==> src/sadc_pkg.sv <==
package sadc_pkg;

  // ---------------------------------------------------------------
  // register map (byte addresses, one 32-bit word each)
  // ---------------------------------------------------------------
  localparam logic [3:0] OFF_SCR = 4'h0;
  localparam logic [3:0] OFF_RESH = 4'h4;
  localparam logic [3:0] OFF_RESL = 4'h8;
  localparam logic [3:0] OFF_CLK = 4'hC;

  // ---------------------------------------------------------------
  // status and control register fields
  // ---------------------------------------------------------------
  localparam int SCR_DONE_BIT = 7;
  localparam int SCR_IEN_BIT = 6;
  localparam int SCR_CONT_BIT = 5;
  localparam int CH_W = 5;
  localparam logic [4:0] CH_OFF = 5'h1F;
  localparam logic [4:0] CH_REFH = 5'h1D;
  localparam logic [4:0] CH_REFL = 5'h1E;
  localparam logic [4:0] CH_PINS = 5'h18;
  localparam logic [7:0] SCR_RST = 8'h1F;

  // ---------------------------------------------------------------
  // converter clock register fields
  // ---------------------------------------------------------------
  localparam int CLK_DIV_LSB = 5;
  localparam int CLK_DIV_W = 3;
  localparam int CLK_SRC_BIT = 4;
  localparam int CLK_FMT_LSB = 2;
  localparam logic [7:0] CLK_RST = 8'h00;

  // ---------------------------------------------------------------
  // conversion resolution, first trial code and timing in converter clock ticks
  // ---------------------------------------------------------------
  localparam int RES_BITS = 10;
  localparam logic [4:0] CONV_LAST = 5'h10;
  localparam logic [4:0] FIRST_RESOLVE = 5'h07;
  localparam logic [9:0] SAR_TOP = 10'h200;

  typedef enum logic [1:0] {
    FMT_LEFT,
    FMT_RIGHT,
    FMT_LSIGN,
    FMT_TRUNC
  } sadc_fmt_e;

endpackage

==> src/sadc_sync.sv <==
`timescale 1ns/1ns
module sadc_sync #(
  parameter int W = 1
) (
  // clock and reset
  input wire logic clk_sys,
  input wire logic nrst,
  // asynchronous levels in, filtered levels out
  input wire logic [W-1:0] d,
  output logic [W-1:0] q
);

  logic [W-1:0] s1;
  logic [W-1:0] s2;
  logic [W-1:0] s3;
  logic [W-1:0] next_q;

  // a bit moves only once the second and third stages agree
  always_comb begin
    for (int i = 0; i < W; i++) begin
      next_q[i] = (s2[i] == s3[i]) ? s3[i] : q[i];
    end
  end

  always_ff @(posedge clk_sys or negedge nrst) begin
    if (!nrst) begin
      s1 <= '0;
      s2 <= '0;
      s3 <= '0;
      q <= '0;
    end else begin
      s1 <= d;
      s2 <= s1;
      s3 <= s2;
      q <= next_q;
    end
  end

endmodule

==> src/sadc_clkdiv.sv <==
`timescale 1ns/1ns
module sadc_clkdiv (
  // clock and reset
  input wire logic clk_sys,
  input wire logic nrst,
  // source and divider selection
  input wire logic src_sel,
  input wire logic [sadc_pkg::CLK_DIV_W-1:0] div,
  input wire logic alt_tick,
  // one pulse per converter clock period
  output logic tick
);

  logic [15:0] count;
  logic [15:0] next_count;
  logic next_tick;
  logic src_pulse;
  logic [15:0] limit;

  always_comb begin
    src_pulse = src_sel ? alt_tick : 1'b1;
    limit = (16'h0001 << div) - 16'h0001;
    next_count = count;
    next_tick = 1'b0;
    if (src_pulse) begin
      if (count >= limit) begin
        next_count = 16'h0000;
        next_tick = 1'b1;
      end else begin
        next_count = count + 16'h0001;
      end
    end
  end

  always_ff @(posedge clk_sys or negedge nrst) begin
    if (!nrst) begin
      count <= 16'h0000;
      tick <= 1'b0;
    end else begin
      count <= next_count;
      tick <= next_tick;
    end
  end

endmodule

==> src/sadc_ctrl.sv <==
// The address map and the Avalon-MM slave port were left to the implementer.
`timescale 1ns/1ns
module sadc_ctrl (
  // clock and reset
  input wire logic clk_sys,
  input wire logic nrst,
  // avalon-mm slave
  input wire logic [3:0] avs_address,
  input wire logic avs_read,
  input wire logic avs_write,
  input wire logic [31:0] avs_writedata,
  input wire logic [3:0] avs_byteenable,
  output logic [31:0] avs_readdata,
  output logic avs_waitrequest,
  // port pins shared with the converter
  input wire logic [23:0] pin_in,
  input wire logic [23:0] port_data,
  input wire logic [23:0] port_dir,
  output logic [23:0] pin_out,
  output logic [23:0] pin_oe,
  output logic [23:0] port_rd_data,
  // analog front end
  input wire logic cmp_in,
  input wire logic alt_tick,
  output logic [9:0] dac_code,
  output logic [4:0] amux_sel,
  output logic adc_power_on,
  // low power and interrupt
  input wire logic cpu_stop,
  output logic irq
);

  // ---------------------------------------------------------------
  // helpers
  // ---------------------------------------------------------------
  function automatic logic [23:0] pin_mask(input logic [4:0] ch);
    return (ch < sadc_pkg::CH_PINS) ? (24'h000001 << ch) : 24'h000000;
  endfunction

  function automatic logic [3:0] bit_index(input logic [4:0] c);
    logic [4:0] d;
    d = sadc_pkg::CONV_LAST - c;
    return d[3:0];
  endfunction

  // keep or drop the trial bit, then try the next lower one
  function automatic logic [9:0] resolve(input logic [9:0] s, input logic [3:0] i, input logic c);
    logic [9:0] r;
    r = s;
    if (!c) begin
      r[i] = 1'b0;
    end
    if (i != 4'h0) begin
      r[i - 4'h1] = 1'b1;
    end
    return r;
  endfunction

  function automatic logic [7:0] fmt_high(input logic [9:0] v, input sadc_pkg::sadc_fmt_e f);
    logic [7:0] h;
    h = 8'h00;
    unique case (f)
      sadc_pkg::FMT_LEFT: h = v[9:2];
      sadc_pkg::FMT_RIGHT: h = {6'h00, v[9:8]};
      sadc_pkg::FMT_LSIGN: h = {~v[9], v[8:2]};
      sadc_pkg::FMT_TRUNC: h = 8'h00;
    endcase
    return h;
  endfunction

  function automatic logic [7:0] fmt_low(input logic [9:0] v, input sadc_pkg::sadc_fmt_e f);
    logic [7:0] l;
    l = 8'h00;
    unique case (f)
      sadc_pkg::FMT_LEFT, sadc_pkg::FMT_LSIGN: l = {v[1:0], 6'h00};
      sadc_pkg::FMT_RIGHT: l = v[7:0];
      sadc_pkg::FMT_TRUNC: l = v[9:2];
    endcase
    return l;
  endfunction

  // ---------------------------------------------------------------
  // synchronisers and converter clock
  // ---------------------------------------------------------------
  logic [24:0] sync_q;
  logic cmp, tick, clk_src;
  logic [sadc_pkg::CLK_DIV_W-1:0] clk_div;
  sadc_pkg::sadc_fmt_e fmt;

  sadc_sync #(.W(25)) u_sync (
    .clk_sys(clk_sys),
    .nrst(nrst),
    .d({cmp_in, pin_in}),
    .q(sync_q)
  );

  assign cmp = sync_q[24];

  sadc_clkdiv u_div (
    .clk_sys(clk_sys),
    .nrst(nrst),
    .src_sel(clk_src),
    .div(clk_div),
    .alt_tick(alt_tick),
    .tick(tick)
  );

  // ---------------------------------------------------------------
  // bus slave: one wait cycle, effects at the completing edge
  // ---------------------------------------------------------------
  logic next_waitreq, wr_done, rd_done, wr_scr, wr_clk, rd_hi, rd_lo, rd_data;
  logic [31:0] next_rdata;
  logic scr_ien, scr_cont, done_flag, locked;
  logic [4:0] scr_ch;
  logic [9:0] raw;

  always_comb begin
    wr_done = avs_write && !avs_waitrequest;
    rd_done = avs_read && !avs_waitrequest;
    wr_scr = wr_done && avs_address == sadc_pkg::OFF_SCR && avs_byteenable[0];
    wr_clk = wr_done && avs_address == sadc_pkg::OFF_CLK && avs_byteenable[0];
    rd_hi = rd_done && avs_address == sadc_pkg::OFF_RESH;
    rd_lo = rd_done && avs_address == sadc_pkg::OFF_RESL;
    rd_data = rd_hi || rd_lo;
    next_waitreq = !((avs_read || avs_write) && avs_waitrequest);
    next_rdata = 32'h00000000;
    if (avs_read && avs_waitrequest) begin
      unique case (avs_address)
        sadc_pkg::OFF_SCR: next_rdata = {24'h000000, done_flag, scr_ien, scr_cont, scr_ch};
        sadc_pkg::OFF_RESH: next_rdata = {24'h000000, fmt_high(raw, fmt)};
        sadc_pkg::OFF_RESL: next_rdata = {24'h000000, fmt_low(raw, fmt)};
        sadc_pkg::OFF_CLK: next_rdata = {24'h000000, clk_div, clk_src, fmt, 2'h0};
        default: next_rdata = 32'h00000000;
      endcase
    end
  end

  always_ff @(posedge clk_sys or negedge nrst) begin
    if (!nrst) begin
      avs_waitrequest <= 1'b1;
      avs_readdata <= 32'h00000000;
    end else begin
      avs_waitrequest <= next_waitreq;
      avs_readdata <= next_rdata;
    end
  end

  // ---------------------------------------------------------------
  // control registers and conversion sequencer
  // ---------------------------------------------------------------
  typedef enum logic {ST_IDLE, ST_CONV} sadc_state_e;
  sadc_state_e state;
  sadc_state_e next_state;
  logic busy, resume, done, start, irq_q, powered;
  logic [4:0] cnt, next_cnt, next_ch;
  logic [9:0] sar, next_sar, next_raw;
  logic next_ien, next_cont, next_src, next_resume, next_locked, next_done_flag, next_irq;
  logic [sadc_pkg::CLK_DIV_W-1:0] next_div;
  sadc_pkg::sadc_fmt_e next_fmt;

  assign busy = state == ST_CONV;
  assign done = busy && tick && cnt == sadc_pkg::CONV_LAST;

  always_comb begin
    next_ien = scr_ien;
    next_cont = scr_cont;
    next_ch = scr_ch;
    next_div = clk_div;
    next_src = clk_src;
    next_fmt = fmt;
    if (wr_scr) begin
      // the done bit is read-only, its write position is ignored
      next_ien = avs_writedata[sadc_pkg::SCR_IEN_BIT];
      next_cont = avs_writedata[sadc_pkg::SCR_CONT_BIT];
      next_ch = avs_writedata[sadc_pkg::CH_W-1:0];
    end
    if (wr_clk) begin
      next_div = avs_writedata[sadc_pkg::CLK_DIV_LSB +: sadc_pkg::CLK_DIV_W];
      next_src = avs_writedata[sadc_pkg::CLK_SRC_BIT];
      next_fmt = sadc_pkg::sadc_fmt_e'(avs_writedata[sadc_pkg::CLK_FMT_LSB +: 2]);
    end
    powered = next_ch != sadc_pkg::CH_OFF;
    // a control write restarts, so a result in flight is replaced
    start = (wr_scr || (done && scr_cont) || (resume && !busy)) && powered;
    next_state = state;
    next_cnt = cnt;
    next_sar = sar;
    next_resume = resume;
    if (cpu_stop) begin
      // abort now, pick up again once the stop request drops
      next_state = ST_IDLE;
      next_resume = resume || busy || wr_scr || scr_cont;
    end else if (start) begin
      next_state = ST_CONV;
      next_cnt = 5'h00;
      next_sar = sadc_pkg::SAR_TOP;
      next_resume = 1'b0;
    end else if (!powered) begin
      next_state = ST_IDLE;
      next_resume = 1'b0;
    end else if (busy && tick) begin
      // first tick only aligns to the converter clock, hence 16 to 17
      next_cnt = cnt + 5'h01;
      if (cnt >= sadc_pkg::FIRST_RESOLVE) begin
        next_sar = resolve(sar, bit_index(cnt), cmp);
      end
      if (done) begin
        next_state = ST_IDLE;
      end
    end
    next_raw = raw;
    if (done && !locked) begin
      next_raw = resolve(sar, 4'h0, cmp);
    end
    next_locked = (locked && !rd_lo) || (rd_hi && fmt != sadc_pkg::FMT_TRUNC);
    if (next_fmt == sadc_pkg::FMT_TRUNC) begin
      next_locked = 1'b0;
    end
    next_done_flag = !next_ien && ((done && !scr_ien) || (done_flag && !rd_data));
    // a wait-state cpu is woken by this same level
    next_irq = (done && scr_ien) || (irq_q && !rd_data && !wr_scr);
  end

  always_ff @(posedge clk_sys or negedge nrst) begin
    if (!nrst) begin
      scr_ien <= sadc_pkg::SCR_RST[sadc_pkg::SCR_IEN_BIT];
      scr_cont <= sadc_pkg::SCR_RST[sadc_pkg::SCR_CONT_BIT];
      scr_ch <= sadc_pkg::SCR_RST[sadc_pkg::CH_W-1:0];
      clk_div <= sadc_pkg::CLK_RST[sadc_pkg::CLK_DIV_LSB +: sadc_pkg::CLK_DIV_W];
      clk_src <= sadc_pkg::CLK_RST[sadc_pkg::CLK_SRC_BIT];
      fmt <= sadc_pkg::FMT_LEFT;
      state <= ST_IDLE;
      cnt <= 5'h00;
      sar <= 10'h000;
      resume <= 1'b0;
      raw <= 10'h000;
      locked <= 1'b0;
      done_flag <= 1'b0;
      irq_q <= 1'b0;
    end else begin
      scr_ien <= next_ien;
      scr_cont <= next_cont;
      scr_ch <= next_ch;
      clk_div <= next_div;
      clk_src <= next_src;
      fmt <= next_fmt;
      state <= next_state;
      cnt <= next_cnt;
      sar <= next_sar;
      resume <= next_resume;
      raw <= next_raw;
      locked <= next_locked;
      done_flag <= next_done_flag;
      irq_q <= next_irq;
    end
  end

  assign irq = irq_q;
  assign dac_code = sar;
  assign amux_sel = scr_ch;

  // ---------------------------------------------------------------
  // port override for the selected pin
  // ---------------------------------------------------------------
  logic [23:0] sel_mask;
  logic [23:0] next_pin_oe;
  logic [23:0] next_port_rd;

  always_comb begin
    sel_mask = pin_mask(scr_ch);
    next_pin_oe = port_dir & ~sel_mask;
    next_port_rd = sync_q[23:0] & ~sel_mask;
  end

  always_ff @(posedge clk_sys or negedge nrst) begin
    if (!nrst) begin
      pin_out <= 24'h000000;
      pin_oe <= 24'h000000;
      port_rd_data <= 24'h000000;
      adc_power_on <= 1'b0;
    end else begin
      pin_out <= port_data;
      pin_oe <= next_pin_oe;
      port_rd_data <= next_port_rd;
      adc_power_on <= scr_ch != sadc_pkg::CH_OFF;
    end
  end

  // ---------------------------------------------------------------
  // checks
  // ---------------------------------------------------------------
  logic [4:0] tick_hist;

  always_ff @(posedge clk_sys or negedge nrst) begin
    if (!nrst) begin
      tick_hist <= 5'h00;
    end else if (start && !cpu_stop) begin
      tick_hist <= 5'h00;
    end else if (busy && tick) begin
      tick_hist <= tick_hist + 5'h01;
    end
  end

  AST_START: assert property (@(posedge clk_sys) disable iff (!nrst)
    (wr_scr && avs_writedata[4:0] != sadc_pkg::CH_OFF && !cpu_stop) |=> (busy && cnt == 5'h00))
    else $error("control write did not start a conversion");
  AST_TICKS: assert property (@(posedge clk_sys) disable iff (!nrst)
    done |-> tick_hist == sadc_pkg::CONV_LAST)
    else $error("conversion length is not 17 converter ticks");
  AST_DONE_FLAG: assert property (@(posedge clk_sys) disable iff (!nrst)
    (done && !scr_ien && !wr_scr) |=> done_flag ##1 (done_flag || $past(rd_data) || $past(wr_scr)))
    else $error("done flag missing after conversion");
  AST_NO_FLAG_IRQ: assert property (@(posedge clk_sys) disable iff (!nrst)
    scr_ien |-> !done_flag)
    else $error("done flag set while interrupts enabled");
  AST_IRQ: assert property (@(posedge clk_sys) disable iff (!nrst)
    (done && scr_ien) |=> irq)
    else $error("no interrupt after conversion");
  AST_IRQ_CLR: assert property (@(posedge clk_sys) disable iff (!nrst)
    ((rd_data || wr_scr) && !done) |=> !irq)
    else $error("interrupt not cleared by read or control write");
  AST_SINGLE: assert property (@(posedge clk_sys) disable iff (!nrst)
    (done && !scr_cont && !wr_scr && !cpu_stop) |=> !busy ##1 (!busy || $past(start)))
    else $error("single mode did not go idle");
  AST_CONT: assert property (@(posedge clk_sys) disable iff (!nrst)
    (done && scr_cont && !wr_scr && !cpu_stop) |=> (busy && cnt == 5'h00))
    else $error("continuous mode did not restart");
  AST_LOCK: assert property (@(posedge clk_sys) disable iff (!nrst)
    locked |=> $stable(raw))
    else $error("result stored while interlocked");
  AST_STOP: assert property (@(posedge clk_sys) disable iff (!nrst)
    cpu_stop |=> !busy)
    else $error("conversion survived stop");
  AST_PIN_OE: assert property (@(posedge clk_sys) disable iff (!nrst)
    (scr_ch < sadc_pkg::CH_PINS) |=> !pin_oe[$past(scr_ch)])
    else $error("selected pin still driven by port");
  AST_PIN_RD: assert property (@(posedge clk_sys) disable iff (!nrst)
    (scr_ch < sadc_pkg::CH_PINS) |=> !port_rd_data[$past(scr_ch)])
    else $error("selected pin reads nonzero");

endmodule

==> config.mk <==
export PLATFORM = sky130hd
export DESIGN_NAME = sadc_ctrl
export DESIGN_NICKNAME = d
export VERILOG_FILES = /design/src/sadc_pkg.sv /design/src/sadc_sync.sv /design/src/sadc_clkdiv.sv /design/src/sadc_ctrl.sv
export SDC_FILE = /design/constraint.sdc
export NUM_CORES = 1
export LEC_CHECK = 0
export BUFFER_PORTS_ARGS = -buffer_cell sky130_fd_sc_hd__clkbuf_2
export CORE_UTILIZATION = 45
export CTS_CLUSTER_DIAMETER = 200
export DETAILED_ROUTE_END_ITERATION = 7
export PLACE_DENSITY = 0.77
export REMOVE_ABC_BUFFERS = 1
export SETUP_SLACK_MARGIN = 0.2
export SLEW_MARGIN = 20
export SYNTH_ARGS = -nofsm -noshare
export SYNTH_HDL_FRONTEND = slang
export SYNTH_SLANG_ARGS = --single-unit
==> constraint.sdc <==
create_clock -name clk_sys -period 3.55 [get_ports clk_sys]
set_clock_uncertainty 0.1 [all_clocks]
set_input_delay 1.065 -clock clk_sys [delete_from_list [all_inputs] [get_ports clk_sys]]
set_output_delay 1.065 -clock clk_sys [all_outputs]
set_load 0.01 [all_outputs]
Word-level counts from Yosys, hierarchy flattened
Index checks and enable logic that the tools add are counted.
{ "classes": {"n_mux": 40, "n_div": 0, "eq_ne": 39, "reduce_logical": 55, "n_bitwise": 8, "magnitude_cmp": 7, "n_shift": 2, "multipliers": 0, "n_addsub": 5} }
{ "ops": {"columns": ["op", "count"], "rows": [
  ["10-bit 2-to-1 mux", 11],
  ["8-bit case mux with 4 select lines", 2],
  ["24-bit AND", 2],
  ["32-bit 2-to-1 mux", 1],
  ["1-bit logical AND", 26],
  ["1-bit == test", 25],
  ["24-bit 2-to-1 mux", 1],
  ["24-bit inverter", 1],
  ["8-bit case mux with 3 select lines", 1],
  ["1-bit by 5-bit left shift with 24-bit output, first input constant", 1],
  ["5-bit 2-to-1 mux", 4],
  ["16-bit by 1-bit adder with 16-bit output, second input constant", 1],
  ["16-bit >= comparator", 1],
  ["1-bit 2-to-1 mux", 16],
  ["16-bit 2-to-1 mux", 1],
  ["1-bit by 3-bit left shift with 16-bit output, first input constant", 1],
  ["16-bit by 1-bit subtractor with 16-bit output, second input constant", 1],
  ["10-bit AND", 1],
  ["1-bit logical OR", 10],
  ["4-bit by 5-bit less-than comparator with 1-bit output, second input constant", 2],
  ["5-bit != test, second input constant", 2],
  ["10-bit inverter", 1],
  ["10-bit bitwise OR", 1],
  ["1-bit logical NOT", 9],
  ["26 further kinds", 34]
]} }
{ "word_totals": {"wordCells": 206, "in_bits": 119, "latch_bits": 0, "reg_bits": 266, "output_inout_bits": 122, "romBits": 0, "ram_bits": 0, "memories": 0} }

Logic depth before layout (Yosys ltp)
{ "logic_depth": {"word_depth": 19, "ltp_mapped": 11, "mapped_depth_nobuf": 8} }

Cells and area by module
From an unflattened synthesis, not the netlist that was laid out.
{ "hier_totals": {"hier_cells": 743, "area_unflattened_um2": 9436.6} }
{ "by_module_without_submodules": {"columns": ["module", "area_each_um2", "instances", "cells_each", "seq_area_each_um2"], "rows": [
  ["sadc_ctrl", 5504.0, 1, 493, 3135.5],
  ["sadc_sync", 2783.9, 1, 125, 2502.4],
  ["sadc_clkdiv", 1148.6, 1, 125, 425.4]
]} }

Worst setup path after synthesis
OpenSTA, ideal clock, no wires.
{ "synth_path": {"path_kind": "input to register", "start": "in avs_address[3]", "end": "reg sar[6], in the netlist dac_code[6]", "setup_time_ps": 121, "n_path_buf": 1, "t_arrival_ps": 2525, "setup_slack_ps": 804, "required_time_ps": 3329, "path_stages": 7, "path_cell_list": "buf_6 -> or4_4 -> o22ai_4 -> a21o_4 -> o221ai_2 -> a21o_1 -> a22o_1"} }
{ "synth_via": {"elab_chain_cells": 8, "elab_cells_between_ends": 13, "cone_classes": "eq/ne (1); mux (2); reduce/logical (10)"} }
{ "synth_rtl": {"columns": ["element", "line_no", "text"], "rows": [
  ["start: declaration", "sadc_ctrl.sv:8", "input wire logic [3:0] avs_address,"],
  ["4-bit logical NOT *", "sadc_ctrl.sv:120", "wr_scr = wr_done && avs_address == sadc_pkg::OFF_SCR && avs_byteenable[0];"],
  ["1-bit logical AND * (2 in series)", "sadc_ctrl.sv:120", null],
  ["5-bit 2-to-1 mux or 1-bit logical OR (tied branches)", "sadc_ctrl.sv:171, sadc_ctrl.sv:184", null],
  ["5-bit != test or 1-bit logical OR (tied branches)", "sadc_ctrl.sv:182, sadc_ctrl.sv:184", null],
  ["1-bit logical AND", "sadc_ctrl.sv:184", "start = (wr_scr || (done && scr_cont) || (resume && !busy)) && powered;"],
  ["2-bit nonzero test (no line)", null, null],
  ["4-bit AND reduction (no line)", null, null],
  ["end signal: assignment", "sadc_ctrl.sv:249", "sar <= next_sar;"],
  ["end: declaration", "sadc_ctrl.sv:156", "logic [9:0] sar, next_sar, next_raw;"]
]} }
Mark *: on every way between the ends. The rest lies on a longest branch, timed or not.
A chain may end at the register's enable or synchronous reset.

Worst setup path after layout
{ "layout_path": {"start": "reg cnt[1]", "end": "reg sar[5], in the netlist dac_code[5]"} }
{ "layout_via": {"elab_chain_cells": 19, "elab_cells_between_ends": 38, "cone_classes": "add/sub (2); order compare (5); eq/ne (1); mux (15); bitwise (3); reduce/logical (12)"} }
{ "layout_rtl": {"columns": ["element", "line_no", "text"], "rows": [
  ["start: declaration", "sadc_ctrl.sv:155", "logic [4:0] cnt, next_cnt, next_ch;"],
  ["start signal: assignment", "sadc_ctrl.sv:248", "cnt <= next_cnt;"],
  ["1-bit by 4-bit subtractor with 4-bit output", "sadc_ctrl.sv:42", "d = sadc_pkg::CONV_LAST - c;"],
  ["4-bit by 5-bit less-than comparator with 1-bit output (not written as such) or 4-bit by 1-bit >= comparator with 1-bit output (tied branches)", "sadc_ctrl.sv:51", "r[i] = 1'b0;"],
  ["1-bit logical AND (not written as such)", "sadc_ctrl.sv:51", null],
  ["1-bit 2-to-1 mux (not written as such)", "sadc_ctrl.sv:51", null],
  ["1-bit demux with 4-bit select", "sadc_ctrl.sv:51", null],
  ["10-bit inverter (no line)", null, null],
  ["10-bit AND (no line)", null, null],
  ["10-bit 2-to-1 mux", "sadc_ctrl.sv:50", "if (!c) begin"],
  ["[3 not listed]", null, null],
  ["10-bit 2-to-1 mux", "sadc_ctrl.sv:193", "end else if (start) begin"],
  ["10-bit 2-to-1 mux", "sadc_ctrl.sv:189", "if (cpu_stop) begin"],
  ["10-bit bitwise OR (no line)", null, null],
  ["10-bit 2-to-1 mux", "sadc_ctrl.sv:53", "if (i != 4'h0) begin"],
  ["10-bit 2-to-1 mux", "sadc_ctrl.sv:204", "if (cnt >= sadc_pkg::FIRST_RESOLVE) begin"],
  ["10-bit 2-to-1 mux", "sadc_ctrl.sv:201", "end else if (busy && tick) begin"],
  ["10-bit 2-to-1 mux", "sadc_ctrl.sv:198", "end else if (!powered) begin"],
  ["10-bit 2-to-1 mux", "sadc_ctrl.sv:193", null]
]} }
Parallel ways exist; a longest one is shown, timed or not. The select of a mux whose other input is x is not followed.

==> reports/metrics.cfg <==
[detailed_routing]
met3_length_um = 1440
top_layer_used = met5
drc_errors = 0
vias = 5919
wl_per_cell_um = 16.1
wl_met1_um = 8380
avgViaCountPerCell = 4.98
drt_first_pass_iters = 4
drt_first_iter_violations = 233
ant_nets = 0
routed_wl_um = 19100
wl_met2_um = 8840

[synth]
syn_inst = 700
synth_flop_cell = dfrtp_1
synthDistinctLibCells = 64
synthesis.area_um2 = 9120
yosysWarnings = 0
ys_top_cells_by_area = dfrtp_1, maj3_1, nor2b_1
synth_top_cell_by_area = dfrtp_1
seq_area_frac_synth_pct = 66.5
avgSynthCellArea_um2 = 13.0
async_flop_share_pct = 100
ys_ff_latch = 242
synth_edf_count = 0
yosys.area.top_type_share_pct = 64.8

[cells_and_area]
fill_cells = 1670
area_growth_pct = 22.3
fin_area_um2 = 11100
final_common_cell = dfrtp_1
finalNetCount = 1039
final_cells = 1189
final_util_pct = 56.7
layout-drive-gt1-share_pct = 29.8
final_cell_mix = dfrtp_1, clkbuf_2, nand2_1

[floorplan]
chipWidth_um = 144
start_util_pct = 46.4
dieArea_um2 = 20800
rows = 51
io_pins = 241
die_y_um = 144
core_um2 = 19700

[sta]
rsz0062_at_grt = no
post-route-period-util_pct = 78.9
worst_slack_ps = 750
setup_violations = 0
hold_viol = 0
tns_ps = 0
finalCriticalPeriod_ps = 2800
slew_headroom_pct = 53.4
tightest_slew_ps = 697
fmax_mhz = 357
maxSlewViolCount = 0

[global_routing]
grt_max_degree = 85
gr-total-overflow = 0
grt_pass1_wl_um = 30000
grtUsageTotal_pct = 18.6
antenna_found_initial = 2
grt_pass1_vias = 5752

[cts]
cts.sinks = 242
ctsHtreeMaxLevel = 1
cts_buffers = 24
clockBufferDepth = 3
cts_tree = done
clk_latency_ps = 510
cts_hold_buf = 0
cts_resized = 0
clk_pin_slew_ps = 60
post_cts_buffers = 0
cts.root.buffer_cell = clkbuf_16

[pwr]
leakage_nw = 5.27
ir_drop_uv = 354
pwr_density_cell_nw_per_um2 = 590

[worst_setup_path]
reg2reg_depth = 8
setup.worst_path.class = reg2reg
critPathArrivalTime_ps = 3140
regToRegStartpoint = cnt[1]
rrSetupSlack_ps = 750
rr_endpoint = dac_code[5]
required_ps = 3890
endpoint_kind = flop
start_kind = flop
cp_max_fo = 12

[worst_hold_path]
hp-class = reg2reg
min_path_cells = 0
min_to = u_sync.s2[17]
hp-start = u_sync.s1[17]

[place]
routabilityCongestion = 0.876
port_buffers = 189
dpl.hpwl_um = 13600
numPlacedInstances = 1145
place_area_um2 = 10300
dp_slack_ps = 488

[outcome]
status = completed

[flow_run]
cap_violations = 0

-- cells in the mapped netlist, types with 5 or more instances --
library cell	count
a22o_1	10
buf_2	7
o21ai_0	21
maj3_1	25
nand3b_1	6
nor2b_1	39
dfrtp_1	236
dfstp_2	6
inv_1	12
nor2_1	42
nand2b_1	5
xor2_1	12
buf_4	24
a21o_1	6
and3_1	9
a21oi_1	14
mux2_2	19
ha_1	14
xnor2_1	5
nand3_1	19
a31oi_1	7
nand2_1	45
nor3_1	11
clkbuf_1	13
and2_1	27
a211oi_1	5
-- final cells by class --
class                   instances  area, µm²  area share (%)
flip-flops and latches        242       6060            54.4
clock buffers                  33        696            6.24
repair buffers                202       1080            9.67
multi-input cells             424       2820            25.3
well taps                     265        332            2.97
inverters                      12       45.0           0.404
diodes                          1       2.50          0.0224
clock inverters                10        110           0.988
-- flip-flops by register name, summed over array words and instances (netlist names), 8 cells and up --
signal / count
u_sync.q: 25
u_sync.s2: 25
u_sync.s3: 25
pin_oe: 24
u_div.count: 16
pin_out: 24
raw: 10
dac_code: 10
u_sync.s1: 25
port_rd_data: 24
avs_readdata: 8
-- through the flow --
step	total power [W]	hold WS (ps)
floorplan	0.00368	231
global placement	0.00406	232
detailed placement	0.00409	235
CTS	0.00666	249
global route	0.00689	255
finish	0.00658	247
-- logic make-up after synthesis --
| kind of cell | count (synthesis) | synth area share, % |
|---|---|---|
| flops | 242 | 66.5 |
| mux | 22 | 2.85 |
| fa+ha+maj | 39 | 4.67 |
| other cells | 2 | 0.0824 |
| compound gates | 95 | 7.60 |
| xor+xnor | 17 | 1.63 |
| buf+inv | 57 | 3.51 |
| simple gates | 226 | 13.2 |
-- per-layer routing --
metal | global-route usage, % | vias up
li1 | - | 2779
met4 | 5.43 | 2
met2 | 29.0 | 223
met1 | 25.9 | 2884
met5 | 0 | -
met3 | 4.54 | 31
-- worst max-delay path by stage --
stage                         from          end  slack [ps]
floorplan           avs_address[1]  dac_code[6]         870
global placement    avs_address[1]  dac_code[6]         500
detailed placement  avs_address[3]  dac_code[6]         490
CTS                         cnt[0]  dac_code[5]         810
global route                cnt[1]  dac_code[5]         540
finish                      cnt[1]  dac_code[5]         750
-- worst max-delay path: stages, from the launching register on --
cell	delay, ps
dfrtp_1	570
inv_1	120
ha_1	330
nor4bb_1	200
a211oi_1	320
and3_1	330
nand2_1	160
nor3_1	380
a22o_1	220
-- power by group --
group	leakage [nW]	switching (W)	internal, W	total [W]
clock network	0.398	0.00102	0.00152	0.00254
logic	1.94	0.000520	0.000391	0.000911
registers	2.93	0.000168	0.00296	0.00313
(Power assumes the default switching activity.)
